$ cat src/hw/dbmt_pkg.sv
// Purpose: Shared constants and state types of the dual byte match timer
// Assumes: APB slave with 32-bit data, 8-bit registers in the low byte lane
// Notes:   Register indexes are word indexes; byte address is four times the index
package dbmt_pkg;

    // ****************************************************************
    // Register map
    // ****************************************************************
    localparam int unsigned  ADDR_W            = 18;
    localparam logic [15:0]  IDX_TIMER_CONTROL = 16'hfef4;
    localparam logic [15:0]  IDX_PRESCALER     = 16'hfef5;
    localparam logic [15:0]  IDX_LOW_DATA      = 16'hfef6;
    localparam logic [15:0]  IDX_HIGH_DATA     = 16'hfef7;

    // ****************************************************************
    // Control field positions
    // ****************************************************************
    localparam int unsigned  BIT_HIGH_RUN      = 7;
    localparam int unsigned  BIT_LOW_RUN       = 6;
    localparam int unsigned  BIT_LENGTH_SELECT = 5;
    localparam int unsigned  BIT_USER_SPARE    = 4;
    localparam int unsigned  BIT_HIGH_FLAG     = 3;
    localparam int unsigned  BIT_HIGH_IE       = 2;
    localparam int unsigned  BIT_LOW_FLAG      = 1;
    localparam int unsigned  BIT_LOW_IE        = 0;

    // ****************************************************************
    // Reset values and counter constants
    // ****************************************************************
    localparam logic [7:0]   RST_CONTROL       = 8'h00;
    localparam logic [7:0]   RST_PRESCALER     = 8'h00;
    localparam logic [7:0]   RST_MATCH_DATA    = 8'h00;
    localparam logic [7:0]   CNT_ZERO          = 8'h00;
    localparam logic [7:0]   CNT_ONE           = 8'h01;
    localparam logic [7:0]   CNT_TOP           = 8'hff;
    localparam logic [23:0]  RD_PAD            = 24'h000000;

    // ****************************************************************
    // State types
    // ****************************************************************
    typedef struct packed {
        logic [7:0] count;
    } dbmt_pre_state_s;

    typedef struct packed {
        logic [7:0] control;
        logic [7:0] pre_match;
        logic [7:0] low_data;
        logic [7:0] high_data;
        logic [7:0] low_cnt;
        logic [7:0] high_cnt;
        logic [7:0] low_buf;
        logic [7:0] high_buf;
        logic [7:0] rdata;
        logic       slverr;
    } dbmt_state_s;

endpackage

$ cat src/hw/dbmt_pre_if.sv
// Purpose: Link between the timer core and its cycle-clock prescaler
// Assumes: Single clock domain
// Notes:   Tick is combinational from the prescaler count
`timescale 1ns/1ps
`default_nettype none
interface dbmt_pre_if;
    logic       run;
    logic       restart;
    logic [7:0] match_val;
    logic       tick;
    logic [7:0] count;

    modport ctrl (output run, output restart, output match_val, input tick, input count);
    modport pre  (input run, input restart, input match_val, output tick, output count);
endinterface
`default_nettype wire

$ cat src/hw/dbmt_timer.sv
// Purpose: Dual byte match timer, two 8-bit or one 16-bit interval timer
// Assumes: APB master on the same clock; 20 MHz cycle clock
// Notes:   Zero-wait APB slave; read data is captured in the setup cycle
`timescale 1ns/1ps
`default_nettype none
module dbmt_timer (
    // Clock and reset
    input  wire logic                        clk_sys_in,
    input  wire logic                        rst_n_in,
    // APB slave
    input  wire logic                        psel_in,
    input  wire logic                        penable_in,
    input  wire logic                        pwrite_in,
    input  wire logic [dbmt_pkg::ADDR_W-1:0] paddr_in,
    input  wire logic [31:0]                 pwdata_in,
    input  wire logic [3:0]                  pstrb_in,
    output logic      [31:0]                 prdata_out,
    output logic                             pready_out,
    output logic                             pslverr_out,
    // Interrupt requests
    output logic                             irq_high_out,
    output logic                             irq_low_out
);

    // ****************************************************************
    // Declarations
    // ****************************************************************
    dbmt_pkg::dbmt_state_s st_q;
    dbmt_pkg::dbmt_state_s st_d;
    dbmt_pre_if            pre_if ();

    logic        addr_ok;
    logic        hit_ctrl;
    logic        hit_pre;
    logic        hit_low;
    logic        hit_high;
    logic        hit_any;
    logic        wr_lane;
    logic        high_run;
    logic        low_run;
    logic        len16;
    logic        low_step;
    logic        low_eq;
    logic        high_eq;
    logic        full_match;
    logic        low_match;
    logic        high_match;
    logic        high_step;
    logic [7:0]  ctrl_wr;

    // ****************************************************************
    // Address decode
    // ****************************************************************
    // Only aligned words decode; anything else answers with an error
    assign addr_ok  = (paddr_in[1:0] == 2'b00);
    assign hit_ctrl = addr_ok && (paddr_in[dbmt_pkg::ADDR_W-1:2] == dbmt_pkg::IDX_TIMER_CONTROL);
    assign hit_pre  = addr_ok && (paddr_in[dbmt_pkg::ADDR_W-1:2] == dbmt_pkg::IDX_PRESCALER);
    assign hit_low  = addr_ok && (paddr_in[dbmt_pkg::ADDR_W-1:2] == dbmt_pkg::IDX_LOW_DATA);
    assign hit_high = addr_ok && (paddr_in[dbmt_pkg::ADDR_W-1:2] == dbmt_pkg::IDX_HIGH_DATA);
    assign hit_any  = hit_ctrl || hit_pre || hit_low || hit_high;
    // Registers live in byte lane 0, so only its strobe commits a write
    assign wr_lane  = psel_in && penable_in && pwrite_in && pstrb_in[0];

    // ****************************************************************
    // Control decode
    // ****************************************************************
    assign high_run = st_q.control[dbmt_pkg::BIT_HIGH_RUN];
    assign low_run  = st_q.control[dbmt_pkg::BIT_LOW_RUN];
    assign len16    = st_q.control[dbmt_pkg::BIT_LENGTH_SELECT];

    // ****************************************************************
    // Prescaler
    // ****************************************************************
    // Either byte running keeps the shared prescaler alive
    assign pre_if.run       = high_run || low_run;
    // A write of the prescaler match value starts a fresh period
    assign pre_if.restart   = wr_lane && hit_pre;
    assign pre_if.match_val = st_q.pre_match;

    dbmt_prescaler u_prescaler (
        .clk_sys_in (clk_sys_in),
        .rst_n_in   (rst_n_in),
        .pre_if     (pre_if)
    );

    // ****************************************************************
    // Match events
    // ****************************************************************
    assign low_step   = pre_if.tick && low_run;
    assign low_eq     = (st_q.low_cnt == st_q.low_buf);
    assign high_eq    = (st_q.high_cnt == st_q.high_buf);
    // Cascaded mode compares the whole sixteen-bit value at once
    assign full_match = low_step && low_eq && high_eq;
    assign low_match  = len16 ? full_match : (low_step && low_eq);
    assign high_match = len16 ? (full_match && high_run)
                              : (pre_if.tick && high_run && high_eq);
    // In cascaded mode the high byte advances on the low byte carry
    assign high_step  = high_run && (len16 ? (low_step && (st_q.low_cnt == dbmt_pkg::CNT_TOP)
                                              && !full_match)
                                           : pre_if.tick);

    // ****************************************************************
    // Control write value
    // ****************************************************************
    // Flags can only be cleared by software; a written 1 leaves them as they are
    always_comb begin
        ctrl_wr = pwdata_in[7:0];
        ctrl_wr[dbmt_pkg::BIT_HIGH_FLAG] = st_q.control[dbmt_pkg::BIT_HIGH_FLAG]
                                           && pwdata_in[dbmt_pkg::BIT_HIGH_FLAG];
        ctrl_wr[dbmt_pkg::BIT_LOW_FLAG]  = st_q.control[dbmt_pkg::BIT_LOW_FLAG]
                                           && pwdata_in[dbmt_pkg::BIT_LOW_FLAG];
    end

    // ****************************************************************
    // Next state
    // ****************************************************************
    always_comb begin
        st_d = st_q;

        // Register writes commit on the access edge; spare bit stored as is
        if (wr_lane && hit_ctrl) begin
            st_d.control = ctrl_wr;
        end
        if (wr_lane && hit_pre) begin
            st_d.pre_match = pwdata_in[7:0];
        end
        if (wr_lane && hit_low) begin
            st_d.low_data = pwdata_in[7:0];
        end
        if (wr_lane && hit_high) begin
            st_d.high_data = pwdata_in[7:0];
        end

        // Hardware set applied after the write so it wins the same cycle
        if (low_match) begin
            st_d.control[dbmt_pkg::BIT_LOW_FLAG] = 1'b1;
        end
        if (high_match) begin
            st_d.control[dbmt_pkg::BIT_HIGH_FLAG] = 1'b1;
        end

        // Low byte counter
        if (!low_run || low_match) begin
            st_d.low_cnt = dbmt_pkg::CNT_ZERO;
        end else if (low_step) begin
            st_d.low_cnt = st_q.low_cnt + dbmt_pkg::CNT_ONE;
        end

        // High byte counter
        if (!high_run || high_match) begin
            st_d.high_cnt = dbmt_pkg::CNT_ZERO;
        end else if (high_step) begin
            st_d.high_cnt = st_q.high_cnt + dbmt_pkg::CNT_ONE;
        end

        // Match buffers: transparent while stopped, reloaded on match while running
        if (!low_run || low_match) begin
            st_d.low_buf = st_q.low_data;
        end
        if (!high_run || high_match) begin
            st_d.high_buf = st_q.high_data;
        end

        // Read data is latched in the setup cycle so prdata comes from flops
        if (psel_in && !penable_in) begin
            st_d.slverr = !hit_any;
            unique case (1'b1)
                hit_ctrl: st_d.rdata = st_q.control;
                hit_pre:  st_d.rdata = st_q.pre_match;
                hit_low:  st_d.rdata = st_q.low_data;
                hit_high: st_d.rdata = st_q.high_data;
                default:  st_d.rdata = dbmt_pkg::CNT_ZERO;
            endcase
        end
    end

    // State register; all software registers come up as zero
    always_ff @(posedge clk_sys_in or negedge rst_n_in) begin
        if (!rst_n_in) begin
            st_q           <= '0;
            st_q.control   <= dbmt_pkg::RST_CONTROL;
            st_q.pre_match <= dbmt_pkg::RST_PRESCALER;
            st_q.low_data  <= dbmt_pkg::RST_MATCH_DATA;
            st_q.high_data <= dbmt_pkg::RST_MATCH_DATA;
        end else begin
            st_q <= st_d;
        end
    end

    // ****************************************************************
    // Outputs
    // ****************************************************************
    // Zero wait states: every access phase completes at once
    assign pready_out   = psel_in && penable_in;
    assign pslverr_out  = psel_in && penable_in && st_q.slverr;
    assign prdata_out   = {dbmt_pkg::RD_PAD, st_q.rdata};
    // Levels held while flag and enable are both set
    assign irq_high_out = st_q.control[dbmt_pkg::BIT_HIGH_FLAG]
                          && st_q.control[dbmt_pkg::BIT_HIGH_IE];
    assign irq_low_out  = st_q.control[dbmt_pkg::BIT_LOW_FLAG]
                          && st_q.control[dbmt_pkg::BIT_LOW_IE];

    // ****************************************************************
    // Assertions
    // ****************************************************************
    property p_pre_tick_value;
        @(posedge clk_sys_in) disable iff (!rst_n_in)
        pre_if.tick |-> (pre_if.count == st_q.pre_match) && pre_if.run;
    endproperty
    a_pre_tick_value: assert property (p_pre_tick_value)
        else $error("Prescaler ticked away from its match value");

    property p_pre_restart;
        @(posedge clk_sys_in) disable iff (!rst_n_in)
        (pre_if.tick || pre_if.restart) |=> (pre_if.count == dbmt_pkg::CNT_ZERO);
    endproperty
    a_pre_restart: assert property (p_pre_restart)
        else $error("Prescaler did not restart from zero");

    property p_pre_stopped;
        @(posedge clk_sys_in) disable iff (!rst_n_in)
        (!high_run && !low_run) [*2] |-> (pre_if.count == dbmt_pkg::CNT_ZERO) && !pre_if.tick;
    endproperty
    a_pre_stopped: assert property (p_pre_stopped)
        else $error("Prescaler moved while both bytes stopped");

    property p_low_held;
        @(posedge clk_sys_in) disable iff (!rst_n_in)
        !low_run |=> (st_q.low_cnt == dbmt_pkg::CNT_ZERO);
    endproperty
    a_low_held: assert property (p_low_held)
        else $error("Stopped low counter not at zero");

    property p_high_held;
        @(posedge clk_sys_in) disable iff (!rst_n_in)
        !high_run |=> (st_q.high_cnt == dbmt_pkg::CNT_ZERO);
    endproperty
    a_high_held: assert property (p_high_held)
        else $error("Stopped high counter not at zero");

    property p_high_clock8;
        @(posedge clk_sys_in) disable iff (!rst_n_in)
        (!len16 && high_run && pre_if.tick && !high_eq)
            |=> (st_q.high_cnt == $past(st_q.high_cnt) + dbmt_pkg::CNT_ONE);
    endproperty
    a_high_clock8: assert property (p_high_clock8)
        else $error("High counter missed a prescaler tick");

    property p_low_period;
        @(posedge clk_sys_in) disable iff (!rst_n_in)
        (low_match && low_run) ##1 low_run |-> (st_q.low_cnt == dbmt_pkg::CNT_ZERO);
    endproperty
    a_low_period: assert property (p_low_period)
        else $error("Low counter did not clear on match");

    property p_len16_both;
        @(posedge clk_sys_in) disable iff (!rst_n_in)
        (len16 && low_match) |-> (st_q.low_cnt == st_q.low_buf) && (st_q.high_cnt == st_q.high_buf);
    endproperty
    a_len16_both: assert property (p_len16_both)
        else $error("Sixteen-bit match with unequal bytes");

    property p_low_buf_follow;
        @(posedge clk_sys_in) disable iff (!rst_n_in)
        !low_run |=> (st_q.low_buf == $past(st_q.low_data));
    endproperty
    a_low_buf_follow: assert property (p_low_buf_follow)
        else $error("Low buffer not following its data register");

    property p_high_buf_keep;
        @(posedge clk_sys_in) disable iff (!rst_n_in)
        (high_run && !high_match) |=> (st_q.high_buf == $past(st_q.high_buf));
    endproperty
    a_high_buf_keep: assert property (p_high_buf_keep)
        else $error("High buffer changed without a match");

    property p_high_flag_set;
        @(posedge clk_sys_in) disable iff (!rst_n_in)
        high_match |=> st_q.control[dbmt_pkg::BIT_HIGH_FLAG] ##1 (irq_high_out == st_q.control[dbmt_pkg::BIT_HIGH_IE]) || !st_q.control[dbmt_pkg::BIT_HIGH_FLAG];
    endproperty
    a_high_flag_set: assert property (p_high_flag_set)
        else $error("High flag not set by match");

    property p_low_flag_sticky;
        @(posedge clk_sys_in) disable iff (!rst_n_in)
        (st_q.control[dbmt_pkg::BIT_LOW_FLAG] && !(wr_lane && hit_ctrl))
            |=> st_q.control[dbmt_pkg::BIT_LOW_FLAG];
    endproperty
    a_low_flag_sticky: assert property (p_low_flag_sticky)
        else $error("Low flag dropped without a write");

    property p_irq_low;
        @(posedge clk_sys_in) disable iff (!rst_n_in)
        (low_match && st_q.control[dbmt_pkg::BIT_LOW_IE] && !(wr_lane && hit_ctrl)) |=> irq_low_out;
    endproperty
    a_irq_low: assert property (p_irq_low)
        else $error("Low interrupt not raised after match");

    property p_both_flags;
        @(posedge clk_sys_in) disable iff (!rst_n_in)
        (len16 && high_run && low_match) |=> st_q.control[dbmt_pkg::BIT_LOW_FLAG]
                                            && st_q.control[dbmt_pkg::BIT_HIGH_FLAG];
    endproperty
    a_both_flags: assert property (p_both_flags)
        else $error("Sixteen-bit match did not set both flags");

    property p_set_wins;
        @(posedge clk_sys_in) disable iff (!rst_n_in)
        (high_match && wr_lane && hit_ctrl) |=> st_q.control[dbmt_pkg::BIT_HIGH_FLAG];
    endproperty
    a_set_wins: assert property (p_set_wins)
        else $error("Flag clear beat a hardware set");

endmodule
`default_nettype wire

$ cat src/hw/dbmt_prescaler.sv
// Purpose: 8-bit programmable prescaler counting cycle clocks
// Assumes: Restart comes from the same clock domain
// Notes:   Tick period is match value plus one cycles
`timescale 1ns/1ps
`default_nettype none
module dbmt_prescaler (
    // Clock and reset
    input  wire logic   clk_sys_in,
    input  wire logic   rst_n_in,
    // Prescaler link
    dbmt_pre_if.pre     pre_if
);

    dbmt_pkg::dbmt_pre_state_s st_q;
    dbmt_pkg::dbmt_pre_state_s st_d;

    // ****************************************************************
    // Match detection
    // ****************************************************************
    // Match only while running, so a stopped prescaler never ticks
    assign pre_if.tick  = pre_if.run && (st_q.count == pre_if.match_val);
    assign pre_if.count = st_q.count;

    // ****************************************************************
    // Next state
    // ****************************************************************
    // Stop, match and a new match value all restart from zero
    always_comb begin
        st_d = st_q;
        if (!pre_if.run || pre_if.tick || pre_if.restart) begin
            st_d.count = dbmt_pkg::CNT_ZERO;
        end else begin
            st_d.count = st_q.count + dbmt_pkg::CNT_ONE;
        end
    end

    // State register
    always_ff @(posedge clk_sys_in or negedge rst_n_in) begin
        if (!rst_n_in) begin
            st_q <= '0;
        end else begin
            st_q <= st_d;
        end
    end

endmodule
`default_nettype wire

$ cat config.mk
export PLATFORM = sky130hd
export DESIGN_NAME = dbmt_timer
export DESIGN_NICKNAME = d
export VERILOG_FILES = /design/src/hw/dbmt_pkg.sv /design/src/hw/dbmt_pre_if.sv /design/src/hw/dbmt_timer.sv /design/src/hw/dbmt_prescaler.sv
export SDC_FILE = /design/constraint.sdc
export NUM_CORES = 1
export LEC_CHECK = 0
export BUFFER_PORTS_ARGS = -buffer_cell sky130_fd_sc_hd__buf_2
export CAP_MARGIN = 40
export CORE_ASPECT_RATIO = 0.9
export CORE_MARGIN = 2
export CORE_UTILIZATION = 50
export CTS_CLUSTER_SIZE = 24
export DETAILED_ROUTE_END_ITERATION = 16
export HOLD_SLACK_MARGIN = 0.15
export PLACE_DENSITY = 0.83
export SLEW_MARGIN = 20
export SYNTH_ARGS = -nofsm -noshare
export SYNTH_HDL_FRONTEND = slang
export SYNTH_SLANG_ARGS = --single-unit
export TNS_END_PERCENT = 30
$ cat constraint.sdc
create_clock -name clk_sys_in -period 6.1 [get_ports clk_sys_in]
set_input_delay 1.22 -clock clk_sys_in [delete_from_list [all_inputs] [get_ports clk_sys_in]]
set_output_delay 1.22 -clock clk_sys_in [all_outputs]
set_load 0.1 [all_outputs]
==> flow_summary_export.csv <==
group,metric,value,unit
status,outcome,"finished clean",
yosys,synth_cells,360,
setup_path,crit_path_start_kind,"primary input",
clocking,htree_num_levels,3,
setup_path,reg2reg_setup_slack,3.44,ns
timing,slew_viol_final,0,
timing,finalHoldViolCount,0,
grt,grt_first_pass_wirelength,14400,um
drt,wl_met1,3710,um
setup_path,worstPathCellList,"buf_2 -> or4b_1 -> nor4_2 -> and3_1 -> nor2b_1 -> buf_4 -> mux2_1",
clocking,cts_buffers,9,
yosys,yosysMostFrequentCell,"dfrtp_1",
timing,worst_pin_slew,0.748,ns
place,routabilityCongestion,0.827,
grt,grt_max_degree,59,
place,io_buffers,43,
die,io_pins,95,
clocking,cts.clk_slew.worst_paths,0.08,ns
clocking,clk_path_buf_depth,2,
final_layout,finish.net_count,458,
timing,relSlewSlack,0.501,
clocking,cts_setup_buffers,0,
timing,finClkSkew,0.00863,ns
grt,grt-ovfl-total,0,
final_layout,drive_gt1_frac,0.268,
yosys,synthArstFlopShare,1.00,
clocking,clock_sinks,81,
drt,wl_per_cell,17.4,um
yosys,netlist_top_cells_count,"81 x dfrtp_1, 34 x mux2_2, 33 x buf_4",
final_layout,syn2layout_area_growth,8.19,%
die,core-area,8070,um^2
timing,max_freq,309,MHz
timing,setup_tns,0,ns
drt,firstDrtPassIters,4,
setup_path,cp.required,6.33,ns
final_layout,fill_cells,682,
power,p_leak,2.16,nW
timing,timing.final.crit_share,0.530,
grt,grt_pass1_vias,2865,
drt,drt_iter0_markers,163,
yosys,yosysWarnings,0,
timing,layout_min_cycle_time,3.24,ns
yosys,synth_area_leaders,"dfrtp_1 49%, mux2_2 9.2%, buf_4 5.9%, xnor2_1 4.6%, mux4_2 4.3%",
final_layout,final-seq-area,2030,um^2
setup_path,critPathCaptureType,"register",
yosys,synth_edf_count,0,
drt,wl_met2,4220,um
final_layout,multiInputGateArea,1890,um^2
yosys,avgSynthCellArea,11.6,um^2
drt,ant_nets,0,
yosys,synth_flop_cell,"dfrtp_1",
yosys,synth_seq_area_share,0.486,
setup_path,cp.arrival,3.46,ns
place,dp_hpwl,6330,um
clocking,ctsResizeCount,0,
die,die_w,100,um
setup_path,crit_fanout,5,
grt,antenna_found_initial,0,
yosys,synth.distinct_cells,42,
die,start_util,0.517,
hold_path,hold_path_class,"reg -> reg",
setup_path,cp_slowest_cell,"or4b_1",
yosys,synth_area,4170,um^2
setup_path,critPathTopFamily,"simple AND/OR/NAND/NOR gates",
clocking,worst_skew_pair.late_latency,0.35,ns
drt,highest_layer,"met4",
die,core.rowCount,31,
drt,wl_met3,587,um
yosys,yosysTopAreaCellShare,0.486,
drt,wl,8690,um
timing,setup_viol,0,
clocking,hold_buffers,0,
drt,via_per_inst,5.66,
drt,drc,0,
drt,vias,2822,
power,ir_worst_vdd,0.000149,V
timing,rsz0062_at_grt,"no",
yosys,ys_seq_elements,81,
yosys,yosysTopAreaCell,"dfrtp_1",
die,die_h,90.7,um
clocking,cts_tree,"yes",
die,dieArea,9090,um^2
setup_path,slowest_delay,0.53,ns
final_layout,num_antenna_cells,0,
final_layout,final_util,0.559,
power,powerDensity,223,nW/um^2
setup_path,crit_type,"in -> reg",
grt,grt_use_total,0.204,
setup_path,crit_buf_inv,2,
clocking,cts_root_buf,"clkbuf_8",
flow_run,drv_cap,0,
sequential cells by signal, summed over array words and instances (netlist names):
signal and count:
len16 1, st_q 54, u_prescaler.pre_if.count 8, pre_if.match_val 8, prdata_out 8, high_run 1
low_run 1
final timing paths:
check                                           from                         endpoint  cells past startpoint
setup reg to reg                st_q[28]$_DFFE_PN0P_             st_q[24]$_DFFE_PN0N_                      6
min in group asynchronous                   rst_n_in             st_q[20]$_DFFE_PN0N_                      1
hold / removal             prdata_out[4]$_DFFE_PN0P_        prdata_out[4]$_DFFE_PN0P_                      2
hold reg to reg            prdata_out[4]$_DFFE_PN0P_        prdata_out[4]$_DFFE_PN0P_                      2
max in group asynchronous                   rst_n_in  pre_if.match_val[1]$_DFFE_PN0P_                      2
setup / recovery                         paddr_in[1]  pre_if.match_val[3]$_DFFE_PN0P_                      7
layout make-up:
| cell class | instances | area share |
|---|---|---|
| Tap cell | 99 | 0.0274 |
| Sequential cell | 81 | 0.449 |
| Multi-Input combinational cell | 249 | 0.420 |
| Timing Repair Buffer | 46 | 0.0571 |
| Inverter | 9 | 0.00749 |
| Clock buffer | 11 | 0.0291 |
| Clock inverter | 4 | 0.00998 |
worst reg2reg max path, delay by kind of cell, from the launching register on:
kind / cells / cell delay (ns)
flip-flops: 1 / 0.45
AO/OA/AOI/OAI: 2 / 0.82
multiplexers: 1 / 0.39
XOR/XNOR: 1 / 0.17
AND/OR/NAND/NOR: 2 / 0.70
through the flow:
step / instance area, um^2 / worst slack, ns / std cells / power, W / hold WS [ns]
after floorplan: 4260 / 2.89 / 383 / 0.000638 / 0.443
after global placement: 4300 / 1.89 / 481 / 0.000650 / 0.463
after detailed placement: 4320 / 1.80 / 482 / 0.000653 / 0.469
after CTS: 4500 / 2.16 / 497 / 0.00101 / 0.486
after global routing: 4510 / 2.78 / 499 / 0.00104 / 0.528
final: 4510 / 2.86 / 499 / 0.00101 / 0.479
placed cells by master, fill, tap and decap left out, drive strengths merged:
master / count
a211o: 1
a21oi: 9
and2: 3
and3: 4
and4bb: 1
buf: 46
bufinv: 1
clkbuf: 11
clkinv: 3
conb: 24
dfrtp: 81
ha: 3
inv: 9
mux2: 46
mux4: 8
nand2: 26
nand2b: 1
nand3: 11
nand3b: 2
nand4: 9
nand4b: 1
nor2: 20
nor2b: 1
nor3: 1
nor4: 6
o21ai: 14
o31a: 1
o31ai: 8
o32a: 1
o41ai: 1
or2: 1
or3: 2
or4: 6
or4b: 1
xnor2: 22
xor2: 15
power by group:
group          switching (W)  internal (W)
clock               0.000180      0.000185
combinational      0.0000912     0.0000137
sequential       0.000000409      0.000537
cells by family (layout without fill, tap and decap cells):
| group | count (synthesis) | after routing | synth area share |
|---|---|---|---|
| AND/OR/NAND/NOR | 96 | 96 | 0.121 |
| other | 1 | 24 | 0.000899 |
| flip-flops | 81 | 81 | 0.486 |
| multiplexers | 54 | 54 | 0.167 |
| AO/OA/AOI/OAI | 35 | 35 | 0.0573 |
| adder cells (fa/ha/maj) | 3 | 3 | 0.00900 |
| XOR/XNOR | 37 | 37 | 0.0777 |
| buffers and inverters | 53 | 70 | 0.0807 |
metal layers:
| layer | global-route usage | up-vias |
|---|---|---|
| li1 | - | 1284 |
| met1 | 0.272 | 1403 |
| met2 | 0.320 | 116 |
| met3 | 0.0588 | 19 |
| met4 | 0.0685 | 0 |
| met5 | 0 | - |
Power figures use the tool's default switching activity.
